==> config.mk <==
export PLATFORM = sky130hd
export DESIGN_NAME = pxadc_top
export DESIGN_NICKNAME = d
export VERILOG_FILES = /design/src/include/pxadc_pkg.sv /design/src/include/pxadc_tmr_if.sv /design/src/core/pxadc_wait_timer.sv /design/src/core/pxadc_top.sv
export SDC_FILE = /design/constraint.sdc
export NUM_CORES = 1
export LEC_CHECK = 0
export ABC_AREA = 1
export BUFFER_PORTS_ARGS = -buffer_cell sky130_fd_sc_hd__buf_2
export CORE_MARGIN = 2
export CORE_UTILIZATION = 64
export DETAILED_ROUTE_END_ITERATION = 10
export GPL_ROUTABILITY_DRIVEN = 0
export GPL_TIMING_DRIVEN = 0
export PLACE_DENSITY = 0.95
export SYNTH_ARGS = -nofsm -noshare
export SYNTH_HDL_FRONTEND = slang
export SYNTH_SLANG_ARGS = --single-unit
==> constraint.sdc <==
create_clock -name mclk -period 9.15 [get_ports mclk]
set_input_delay 2.745 -clock mclk [delete_from_list [all_inputs] [get_ports mclk]]
set_output_delay 2.745 -clock mclk [all_outputs]
set_load 0.03 [all_outputs]
==> src/include/pxadc_pkg.sv <==
// shared constants, types and decode functions for the proximity adc block
package pxadc_pkg;

  // ------------------------------------------------------------
  // register map
  // ------------------------------------------------------------
  localparam logic [7:0] OFF_SEL1 = 8'h07;
  localparam logic [7:0] OFF_SEL2 = 8'h08;
  localparam logic [7:0] OFF_SEL3 = 8'h09;
  localparam logic [7:0] OFF_REC = 8'h0A;
  localparam logic [7:0] OFF_STAT = 8'h1F;
  localparam logic [7:0] SEL_RESET = 8'h03;
  localparam logic [7:0] REC_RESET = 8'h70;
  localparam logic [7:0] REC_MASK = 8'h70;
  localparam int REC_LSB = 4;
  localparam int REC_W = 3;
  localparam int STAT_BUSY = 0;
  localparam int STAT_ERR = 1;
  localparam int STAT_LED = 2;
  localparam int STAT_ROUTE_LSB = 4;
  localparam logic [1:0] CHAN_COUNT = 2'h3;
  localparam logic [1:0] SEL_NONE = 2'h3;

  // ------------------------------------------------------------
  // input selection codes and conversion mode
  // ------------------------------------------------------------
  localparam logic [7:0] CODE_SMALL_IR = 8'h00;
  localparam logic [7:0] CODE_VISIBLE = 8'h02;
  localparam logic [7:0] CODE_LARGE_IR = 8'h03;
  localparam logic [7:0] CODE_NO_PD = 8'h06;
  localparam logic [7:0] CODE_GND = 8'h25;
  localparam logic [7:0] CODE_TEMP = 8'h65;
  localparam logic [7:0] CODE_VDD = 8'h75;
  localparam logic MODE_RAW = 1'b0;
  localparam logic MODE_NORMAL = 1'b1;

  typedef enum logic [2:0] {
    RT_NONE = 3'b000,
    RT_SMALL_IR = 3'b001,
    RT_LARGE_IR = 3'b010,
    RT_VISIBLE = 3'b011,
    RT_NO_PD = 3'b100,
    RT_GND = 3'b101,
    RT_TEMP = 3'b110,
    RT_VDD = 3'b111
  } pxadc_route_e;

  // ------------------------------------------------------------
  // timing
  // ------------------------------------------------------------
  localparam int MCLK_NS = 25;
  localparam int ADC_CLK_NS = 50;
  localparam int ADC_DIV = (ADC_CLK_NS + MCLK_NS - 1) / MCLK_NS;
  localparam int DIV_W = (ADC_DIV > 1) ? $clog2(ADC_DIV) : 1;
  localparam int BASE_W = 9;
  localparam int GAIN_W = 3;
  localparam int CNT_W = 16;

  // recovery code to unscaled converter clocks
  function automatic logic [BASE_W-1:0] pxadc_rec_clocks(
    input logic [REC_W-1:0] code
  );
    logic [BASE_W-1:0] n;
    unique case (code)
      3'h0: n = 9'h001;
      3'h1: n = 9'h007;
      3'h2: n = 9'h00F;
      3'h3: n = 9'h01F;
      3'h4: n = 9'h03F;
      3'h5: n = 9'h07F;
      3'h6: n = 9'h0FF;
      3'h7: n = 9'h1FF;
    endcase
    return n;
  endfunction

  // selection code to converter input; raw mode widens the set
  function automatic pxadc_route_e pxadc_route(
    input logic [7:0] code,
    input logic mode
  );
    pxadc_route_e r;
    r = RT_NONE;
    if (code == CODE_LARGE_IR) begin
      r = RT_LARGE_IR;
    end else if (code == CODE_SMALL_IR) begin
      r = RT_SMALL_IR;
    end else if (mode == MODE_RAW) begin
      case (code)
        CODE_VISIBLE: r = RT_VISIBLE;
        CODE_NO_PD: r = RT_NO_PD;
        CODE_GND: r = RT_GND;
        CODE_TEMP: r = RT_TEMP;
        CODE_VDD: r = RT_VDD;
        default: r = RT_NONE;
      endcase
    end
    return r;
  endfunction

endpackage

==> src/include/pxadc_tmr_if.sv <==
// carrier between the sequencer and the scaled wait timer
`timescale 1ns/1ps
interface pxadc_tmr_if;
  import pxadc_pkg::*;
  logic start;
  logic [BASE_W-1:0] base;
  logic [GAIN_W-1:0] gain;
  logic tick;
  logic done;
  modport seq (output start, output base, output gain, output tick,
    input done);
  modport tmr (input start, input base, input gain, input tick,
    output done);
endinterface

==> src/core/pxadc_wait_timer.sv <==
// scaled converter clock wait timer
`timescale 1ns/1ps
module pxadc_wait_timer import pxadc_pkg::*; (
  // clock and reset
  input wire logic mclk,
  input wire logic reset,
  // sequencer side
  pxadc_tmr_if.tmr t
);

  typedef struct packed {
    logic [CNT_W-1:0] cnt;
    logic done;
    logic [CNT_W-1:0] seen;
    logic [CNT_W-1:0] want;
  } pxadc_tmr_s;

  localparam logic [CNT_W-1:0] CNT_ONE = 16'h0001;

  pxadc_tmr_s st;
  pxadc_tmr_s nx;

  // ------------------------------------------------------------
  // count
  // ------------------------------------------------------------
  always_comb begin
    nx = st;
    nx.done = 1'b0;
    if (t.start) begin
      nx.cnt = CNT_W'(t.base) << t.gain;
      nx.want = CNT_W'(t.base) << t.gain;
      nx.seen = '0;
    end else if (t.tick && st.cnt != '0) begin
      nx.cnt = st.cnt - 1'b1;
      nx.seen = st.seen + 1'b1;
      nx.done = (st.cnt == CNT_ONE);
    end
  end

  always_ff @(posedge mclk or posedge reset) begin
    if (reset) begin
      st <= '0;
    end else begin
      st <= nx;
    end
  end

  assign t.done = st.done;
endmodule

==> src/core/pxadc_top.sv <==
// proximity channel input selection and recovery sequencing
`timescale 1ns/1ps
// Contract
// - Proximity mode takes 0x03 as the large, 0x00 the small ir diode.
// - Raw mode also takes 0x02 visible, 0x06 no diode, 0x25 ground.
// - In raw mode 0x65 routes the temperature sensor and 0x75 the supply.
// - Raw mode keeps every led driver off and stops proximity detection.
// - Channels two and three own 8-bit codes coded as channel one.
// - All three selection codes reset to 0x03, the large ir diode.
// - A 3-bit code in bits 6:4 waits 1,7,15,...,511 converter clocks.
// - That wait is scaled by two to the gain exponent; one clock is 50 ns.
// - The recovery register resets to 0x70 and bits 3:0 are written zero.
// - Mode bit zero selects raw conversion, one normal proximity.
// - The gain exponent stretches led pulse and integration by two to it.
module pxadc_top import pxadc_pkg::*; #(
  parameter logic [BASE_W-1:0] INTEG_BASE_CLKS = 9'h001
) (
  // clock and reset
  input wire logic mclk,
  input wire logic reset,
  // register port
  input wire logic [7:0] addr,
  input wire logic [7:0] wdata,
  input wire logic wr,
  input wire logic rd,
  output logic [7:0] rdata,
  // settings held elsewhere
  input wire logic [GAIN_W-1:0] prox_gain_exponent,
  input wire logic prox_conversion_mode,
  // measurement request
  input wire logic meas_start,
  input wire logic [1:0] meas_chan,
  // converter front end
  output logic [7:0] adc_code,
  output logic [2:0] adc_route,
  output logic conv_start,
  output logic led_drive,
  output logic meas_done,
  output logic code_err,
  output logic busy
);

  // ------------------------------------------------------------
  // state
  // ------------------------------------------------------------
  typedef enum logic [1:0] {
    ST_IDLE = 2'b00,
    ST_RECOVER = 2'b01,
    ST_INTEG = 2'b10
  } pxadc_state_e;

  typedef struct packed {
    logic [2:0][7:0] sel;
    logic [REC_W-1:0] rec;
    logic [7:0] rdata;
    logic [DIV_W-1:0] div;
    logic tick;
    pxadc_state_e state;
    logic [7:0] code;
    pxadc_route_e route;
    logic [GAIN_W-1:0] gain;
    logic conv_go;
    logic led;
    logic done;
    logic err;
    logic busy;
    logic tstart;
    logic [BASE_W-1:0] tbase;
  } pxadc_top_s;

  localparam logic [DIV_W-1:0] DIV_LAST = DIV_W'(ADC_DIV - 1);

  pxadc_top_s st;
  pxadc_top_s nx;
  pxadc_tmr_if t ();

  logic accept;
  logic [7:0] sel_pick;

  // ------------------------------------------------------------
  // decode helpers
  // ------------------------------------------------------------
  function automatic logic [1:0] pxadc_sel_idx(input logic [7:0] a);
    logic [1:0] i;
    unique case (a)
      OFF_SEL1: i = 2'h0;
      OFF_SEL2: i = 2'h1;
      OFF_SEL3: i = 2'h2;
      default: i = SEL_NONE;
    endcase
    return i;
  endfunction

  // a new request is only taken while idle
  assign accept = (st.state == ST_IDLE) && meas_start &&
    (meas_chan < CHAN_COUNT);
  assign sel_pick = (meas_chan < CHAN_COUNT) ? st.sel[meas_chan] : '0;

  // ------------------------------------------------------------
  // next state
  // ------------------------------------------------------------
  always_comb begin
    logic [1:0] widx;
    logic [1:0] ridx;
    widx = pxadc_sel_idx(addr);
    ridx = pxadc_sel_idx(addr);
    nx = st;
    nx.rdata = '0;
    nx.conv_go = 1'b0;
    nx.done = 1'b0;
    nx.tstart = 1'b0;

    // converter clock enable, 50 ns base
    if (st.div == DIV_LAST) begin
      nx.div = '0;
      nx.tick = 1'b1;
    end else begin
      nx.div = st.div + 1'b1;
      nx.tick = 1'b0;
    end

    // software writes
    if (wr) begin
      if (widx != SEL_NONE) begin
        nx.sel[widx] = wdata;
      end
      if (addr == OFF_REC) begin
        // reserved bits are dropped, so they always read back zero
        nx.rec = wdata[REC_LSB +: REC_W];
      end
    end

    // software reads, data valid the following cycle only
    if (rd) begin
      if (ridx != SEL_NONE) begin
        nx.rdata = st.sel[ridx];
      end else if (addr == OFF_REC) begin
        nx.rdata[REC_LSB +: REC_W] = st.rec;
      end else if (addr == OFF_STAT) begin
        nx.rdata[STAT_BUSY] = st.busy;
        nx.rdata[STAT_ERR] = st.err;
        nx.rdata[STAT_LED] = st.led;
        nx.rdata[STAT_ROUTE_LSB +: 3] = st.route;
      end
    end

    // sequencer
    unique case (st.state)
      ST_IDLE: begin
        nx.led = 1'b0;
        if (accept) begin
          nx.code = sel_pick;
          // code, route and gain are sampled once; the led still follows the live mode
          nx.route = pxadc_route(sel_pick,
            prox_conversion_mode);
          nx.err = (pxadc_route(sel_pick, prox_conversion_mode) ==
            RT_NONE);
          nx.gain = prox_gain_exponent;
          nx.busy = 1'b1;
          nx.tstart = 1'b1;
          nx.tbase = pxadc_rec_clocks(st.rec);
          nx.state = ST_RECOVER;
        end
      end
      ST_RECOVER: begin
        nx.led = 1'b0;
        if (t.done) begin
          nx.conv_go = 1'b1;
          // leds only light in proximity mode with a usable code
          nx.led = (prox_conversion_mode == MODE_NORMAL) &&
            !st.err;
          nx.tstart = 1'b1;
          nx.tbase = INTEG_BASE_CLKS;
          nx.state = ST_INTEG;
        end
      end
      ST_INTEG: begin
        // a switch to raw mode cuts the led at the next clock edge
        nx.led = st.led && (prox_conversion_mode == MODE_NORMAL);
        if (t.done) begin
          nx.led = 1'b0;
          nx.done = 1'b1;
          nx.busy = 1'b0;
          nx.state = ST_IDLE;
        end
      end
      default: begin
        nx.led = 1'b0;
        nx.busy = 1'b0;
        nx.state = ST_IDLE;
      end
    endcase
  end

  // ------------------------------------------------------------
  // registers
  // ------------------------------------------------------------
  always_ff @(posedge mclk or posedge reset) begin
    if (reset) begin
      st <= '0;
      st.sel <= {3{SEL_RESET}};
      st.rec <= REC_RESET[REC_LSB +: REC_W];
      st.state <= ST_IDLE;
      st.route <= RT_NONE;
    end else begin
      st <= nx;
    end
  end

  // ------------------------------------------------------------
  // timer and outputs
  // ------------------------------------------------------------
  assign t.start = st.tstart;
  assign t.base = st.tbase;
  assign t.gain = st.gain;
  assign t.tick = st.tick;

  pxadc_wait_timer u_timer (
    .mclk (mclk),
    .reset (reset),
    .t (t.tmr)
  );

  assign rdata = st.rdata;
  assign adc_code = st.code;
  assign adc_route = st.route;
  assign conv_start = st.conv_go;
  assign led_drive = st.led;
  assign meas_done = st.done;
  assign code_err = st.err;
  assign busy = st.busy;
endmodule

# == Word level (Yosys, flattened, before mapping) ==
# Memories as Yosys holds them, arrays and structs flattened.
# Index checks and enable logic that the tools add are counted.
# totals
regBits,101
romBits,64
inputBits,27
out_inout_bits,24
elab_cells,111
memories,1
# mem_list
name,depth,width,rd,rd_ports_with_merged_regs,wr,line_no,source
(name not given),8,8,1,0,0,pxadc_pkg.sv:64,unique case (code)
# classes
n_addsub,3
n_lt_le_gt_ge,4
n_eq_ne,18
shifts,1
n_mux,43
bitwise_logic,1
n_reduce_logical,19
# op_table
operator,n
2-to-1 mux 16 bit,3
2-to-1 mux 8 bit,5
2-to-1 mux 3 bit,11
2-to-1 mux 33 bit,1
binary-select mux 8 bit (select 2 bit),2
bitwise mux 24 bit,1
equality test 8 x 4 -> 1 bit (second input constant),3
one-hot mux 10 bit (2 select lines),1
adder 16 x 1 -> 16 bit (second input constant),1
demux 8 bit (select 2 bit),1
equality test 16 x 1 -> 1 bit (second input constant),1
equality test 8 x 2 -> 1 bit (second input constant),2
equality test 8 x 3 -> 1 bit (second input constant),2
equality test 8 x 7 -> 1 bit (second input constant),2
nonzero test 16 bit,1
left shift 9 x 3 -> 16 bit,1
subtractor 16 x 1 -> 16 bit (second input constant),1
one-hot mux 3 bit (5 select lines),1
one-hot mux 2 bit (3 select lines),2
2-to-1 mux 11 bit,1
2-to-1 mux 10 bit,1
2-to-1 mux 2 bit,5
AND reduction 3 bit,3
equality test 8 x 5 -> 1 bit (second input constant),1
other kinds (20),36

# == Depth between registers and ports, before layout ==
# depth
depth_word,11
ltp_mapped,14

# == Cells and area by module ==
# From an unflattened synthesis, not the netlist that was laid out.
# unflattened
cells_unflattened,703
area_unflattened_um2,5002.3
# modules_own_cells
mod,instances,cells_per_inst,area_per_inst_um2
pxadc_top,1,452,3490.8
pxadc_wait_timer,1,251,1511.4

# == Worst setup path after synthesis ==
# Ideal clock, no wire load.
# synth_path
path_kind,input-to-reg
from,input addr[7]
to,register st[67] in the netlist's numbering
setup_ns,0.119
arrival_ns,3.774
t_required_ns,9.031
setup_slack_ns,5.256
stages,10
path_buffers,1
path_cell_list,or2_1 -> nor2_1 -> nand2_1 -> inv_1 -> nand2_4 -> nor2_4 -> nand2_2 -> buf_6 -> nand2_1 -> o21ai_2
# synth_between
elab_chain_cells,7
word_cells_on_any_way,12
cone_classes,2 x order compare; 4 x eq/ne; 4 x mux; 2 x reduce/logical
# synth_rtl
item,line_no,source
start: declaration,pxadc_top.sv:22,"input wire logic [7:0] addr,"
equality test 8 x 4 -> 1 bit / equality test 8 x 3 -> 1 bit (equally long branches),pxadc_top.sv:85,unique case (a)
one-hot mux 2 bit (3 select lines) (*),pxadc_top.sv:85,
< comparator 2 x 3 -> 1 bit (implied by the code) / >= comparator 2 x 1 -> 1 bit (equally long branches),pxadc_top.sv:125,nx.sel[widx] = wdata;
logical AND 1 bit (implied by the code),pxadc_top.sv:125,
2-to-1 mux 8 bit (implied by the code),pxadc_top.sv:125,
demux 8 bit (select 2 bit),pxadc_top.sv:125,
bitwise mux 24 bit,pxadc_top.sv:125,
end signal: assignment,pxadc_top.sv:206,st <= nx;
end: declaration,pxadc_top.sv:73,pxadc_top_s st;
# Mark *: on every way between the ends. The rest lies on a longest branch, timed or not.
# A chain may end at the register's enable or synchronous reset.

==> results by group <==
Detailed routing
  – Via-to-Cell Ratio: 5.88
  – Wire length per cell: 15.5 um
  – Total wire length: between 10000 and 15000 um
  – Router iterations before antenna repair: 7
  – Final ANT Viol Nets: 0
  – Routed vias: about 4700
  – DRC: 0
  – DR iter-0 viols: roughly 430

Clocking
  – Num CTS Buffers: 9
  – Clk pin slew, worst setup/hold paths: 0.09 ns
  – Root Driver: clkbuf_8
  – Cts hold-fix bufs: 0
  – CTS Sinks: between 80 and 90
  – Clock latency on the worst-skew pair: roughly 0.37 ns
  – CTS H-tree depth: 3
  – TritonCTS clock tree: done
  – Cts repair resizes: 0
  – Post-CTS setup buffer count: 0
  – Max clock buf depth: 2

Timing
  – Worst Tran Pin Value: ~0.93 ns
  – Fmax: approximately 250 MHz
  – Worst slew margin: a little under two fifths
  – RSZ-0062 raised after global routing: no
  – Final worst-path cycle share: a little over two fifths
  – Clock skew: between 0.01 and 0.015 ns
  – Setup violators final: 0
  – Final Critical Period: about 4.0 ns
  – TNS Setup: 0 ns
  – Slew Viols, Final: 0
  – Final hold viol count: 0

Global route
  – Initial antenna violation count: 0
  – GR Layer Usage met1: about two fifths
  – Overflow after GRT: 0
  – M3 GR Usage: under 10%
  – GRT Total Usage: between 30% and 40%
  – Global-route wire length before repair: ~21000 um
  – M2 GR Usage: 51.4%
  – Most Used Layer, Global Route: met2
  – Vias in the first global route: ~4600
  – Pin count of the biggest net entering global routing: 60

Synthesis
  – Post-synth top cells: 196 x nand2_1, 75 x dfrtp_1, 66 x inv_1
  – Main synth FF type: dfrtp_1
  – Unique masters post-synth: 42
  – Area contributors post-synth: dfrtp_1 38%, nand2_1 15%, inv_1 5.1%, dfstp_2 4.8%, o21ai_0 4.6%
  – EDFF count, synth: 0
  – Mean Syn Cell Area: between 7 and 8 um^2
  – Seq/Total Area, Yosys: between 40% and 50%
  – Post-Syn Area: between 4000 and 5000 um^2
  – Yosys top cell area share: 38.4%
  – Synth area leader: dfrtp_1
  – Number of synthesized register bits: 84
  – Syn Inst Count: approximately 640
  – Syn Nets: 668
  – Most common cell in the netlist: nand2_1
  – Yosys Warn Count: 0
  – Asr flop ratio synth: between 90% and 100%

Placed design
  – Cell Count Post-Placement: 785
  – DP Area: roughly 5300 um^2
  – Final HPWL DP: 9150 um
  – Port buffer count: between 40 and 50

Final layout
  – Fillers: between 500 and 600
  – Final std cells w/o fill: ~800
  – Share of cells above drive strength 1: between 20% and 30%
  – Final Instance Area: 5470 um^2
  – Area Overhead vs Synth: 11.8%
  – Final core occ: about three quarters
  – Final-stage net count: approximately 730
  – Diodes inserted: 0

Worst hold path
  – Hold Path Class: reg2reg
  – Hold Path Depth: 0

Run
  – Max-Cap Viols: 0

Power
  – VDD IR max: 234 uV
  – Leak: roughly 2.8 nW
  – Power per cell area: about 230 nW/um^2

Die
  – Num rows: 31
  – Initial cell density of the core: about two thirds
  – Placeable Area: roughly 7300 um^2
  – Boundary Pins: between 50 and 60
  – Die width: slightly above 90 um
  – Die Area: 8350 um^2
  – Die Y: between 90 and 100 um

Worst setup path
  – CP arrival: about 4.3 ns
  – Crit path max fanout: 3
  – Setup crit start kind: input port
  – Worst R2R Path Depth: 11
  – Kind of critical path: in2reg
  – Worst EP required: 9.43 ns
  – Worst Setup End Kind: flop

Outcome
  – Status: completed
state kept, by name, summed over array words and instances (netlist names):
register / cells
t.base: 8
adc_code: 8
rdata: 8
adc_route: 3
meas_done: 1
conv_start: 1
led_drive: 1
u_timer.st: 16
t.start: 1
busy: 1
u_timer.t.done: 1
code_err: 1
t.tick: 1
st: 30
t.gain: 3
cell families after synthesis:
family	after synthesis	share of synthesized area, %
flops	84	43.2
compound gates	131	16.8
simple gates	305	27.1
xor+xnor	4	0.717
buf+inv	107	10.9
fa+ha+maj	5	1.28
per-stage QoR:
step / hold WS [ns] / total power, mW / setup slack, ns
final: 0.383 / 1.25 / 5.13
after global routing: 0.414 / 1.33 / 4.96
after CTS: 0.383 / 1.24 / 5.16
after global placement: 0.361 / 0.970 / 3.44
after detailed placement: 0.362 / 0.998 / 4.87
after floorplan: 0.354 / 0.869 / 4.25
placed cells by master, fill, tap and decap left out, types with 2 or more instances in the layout:
cell,synthesis,layout
a31o_2,2,2
o21ai_0,45,45
xor2_1,3,3
inv_4,1,2
nor3_1,6,6
o22ai_1,4,4
dfrtp_1,75,75
inv_1,66,65
clkinv_4,0,3
o211ai_1,8,8
a21oi_1,22,22
nand2_1,196,196
nor2_2,7,7
nor4_1,2,2
nand3_1,37,37
ha_1,5,5
buf_2,3,52
o21ai_1,12,12
or2_2,2,2
clkbuf_1,5,5
nand2_2,9,9
a31oi_1,4,4
clkinvlp_4,0,3
nor2_4,5,5
dfstp_2,9,9
o221ai_1,11,11
clkbuf_8,0,9
nand4_1,5,5
nor2_1,31,31
buf_4,21,21
inv_2,4,4
or2_1,2,2
buf_6,6,6
o31ai_1,2,2
o21ai_2,16,16
critical path, stage by stage:
cell	delay (ns)
buf_2	0.11
or2_1	0.26
nor4_1	0.72
nand2_1	0.12
nand2_1	0.11
nand2_1	0.05
a21oi_1	0.17
where the power goes:
part | leakage, nW | internal [mW] | switching [mW]
combinational | 1.59 | 0.171 | 0.323
sequential | 1.09 | 0.442 | 0.0724
clock | 0.0814 | 0.0992 | 0.143
total | 2.76 | 0.711 | 0.539
area by class of cell:
type	count	area (um^2)	share of cell area (%)
plain buffers	35	259	4.74
clock buffers	9	124	2.27
inverters	72	275	5.04
multi-input cells	445	2240	41.1
repair buffers	50	273	4.99
flip-flops and latches	84	2110	38.7
well taps	99	124	2.27
clock inverters	7	53.8	0.984
final timing paths:
path                              to  startpoint  slack [ns]
max                         rdata[1]     addr[7]        5.13
min                           t.tick      st[32]        0.38
max reg2reg                t.base[2]      st[29]        7.08
min reg2reg                   t.tick      st[32]        0.38
max in group asynchronous     st[41]       reset        6.19
min in group asynchronous   rdata[6]       reset        2.35
routing by layer:
layer	vias up	part of all wire, %
li1	2180	-
met1	2196	39
met2	282	48
met3	53	9.3
met4	0	3.8
met5	-	0
Power figures use the tool's default switching activity.
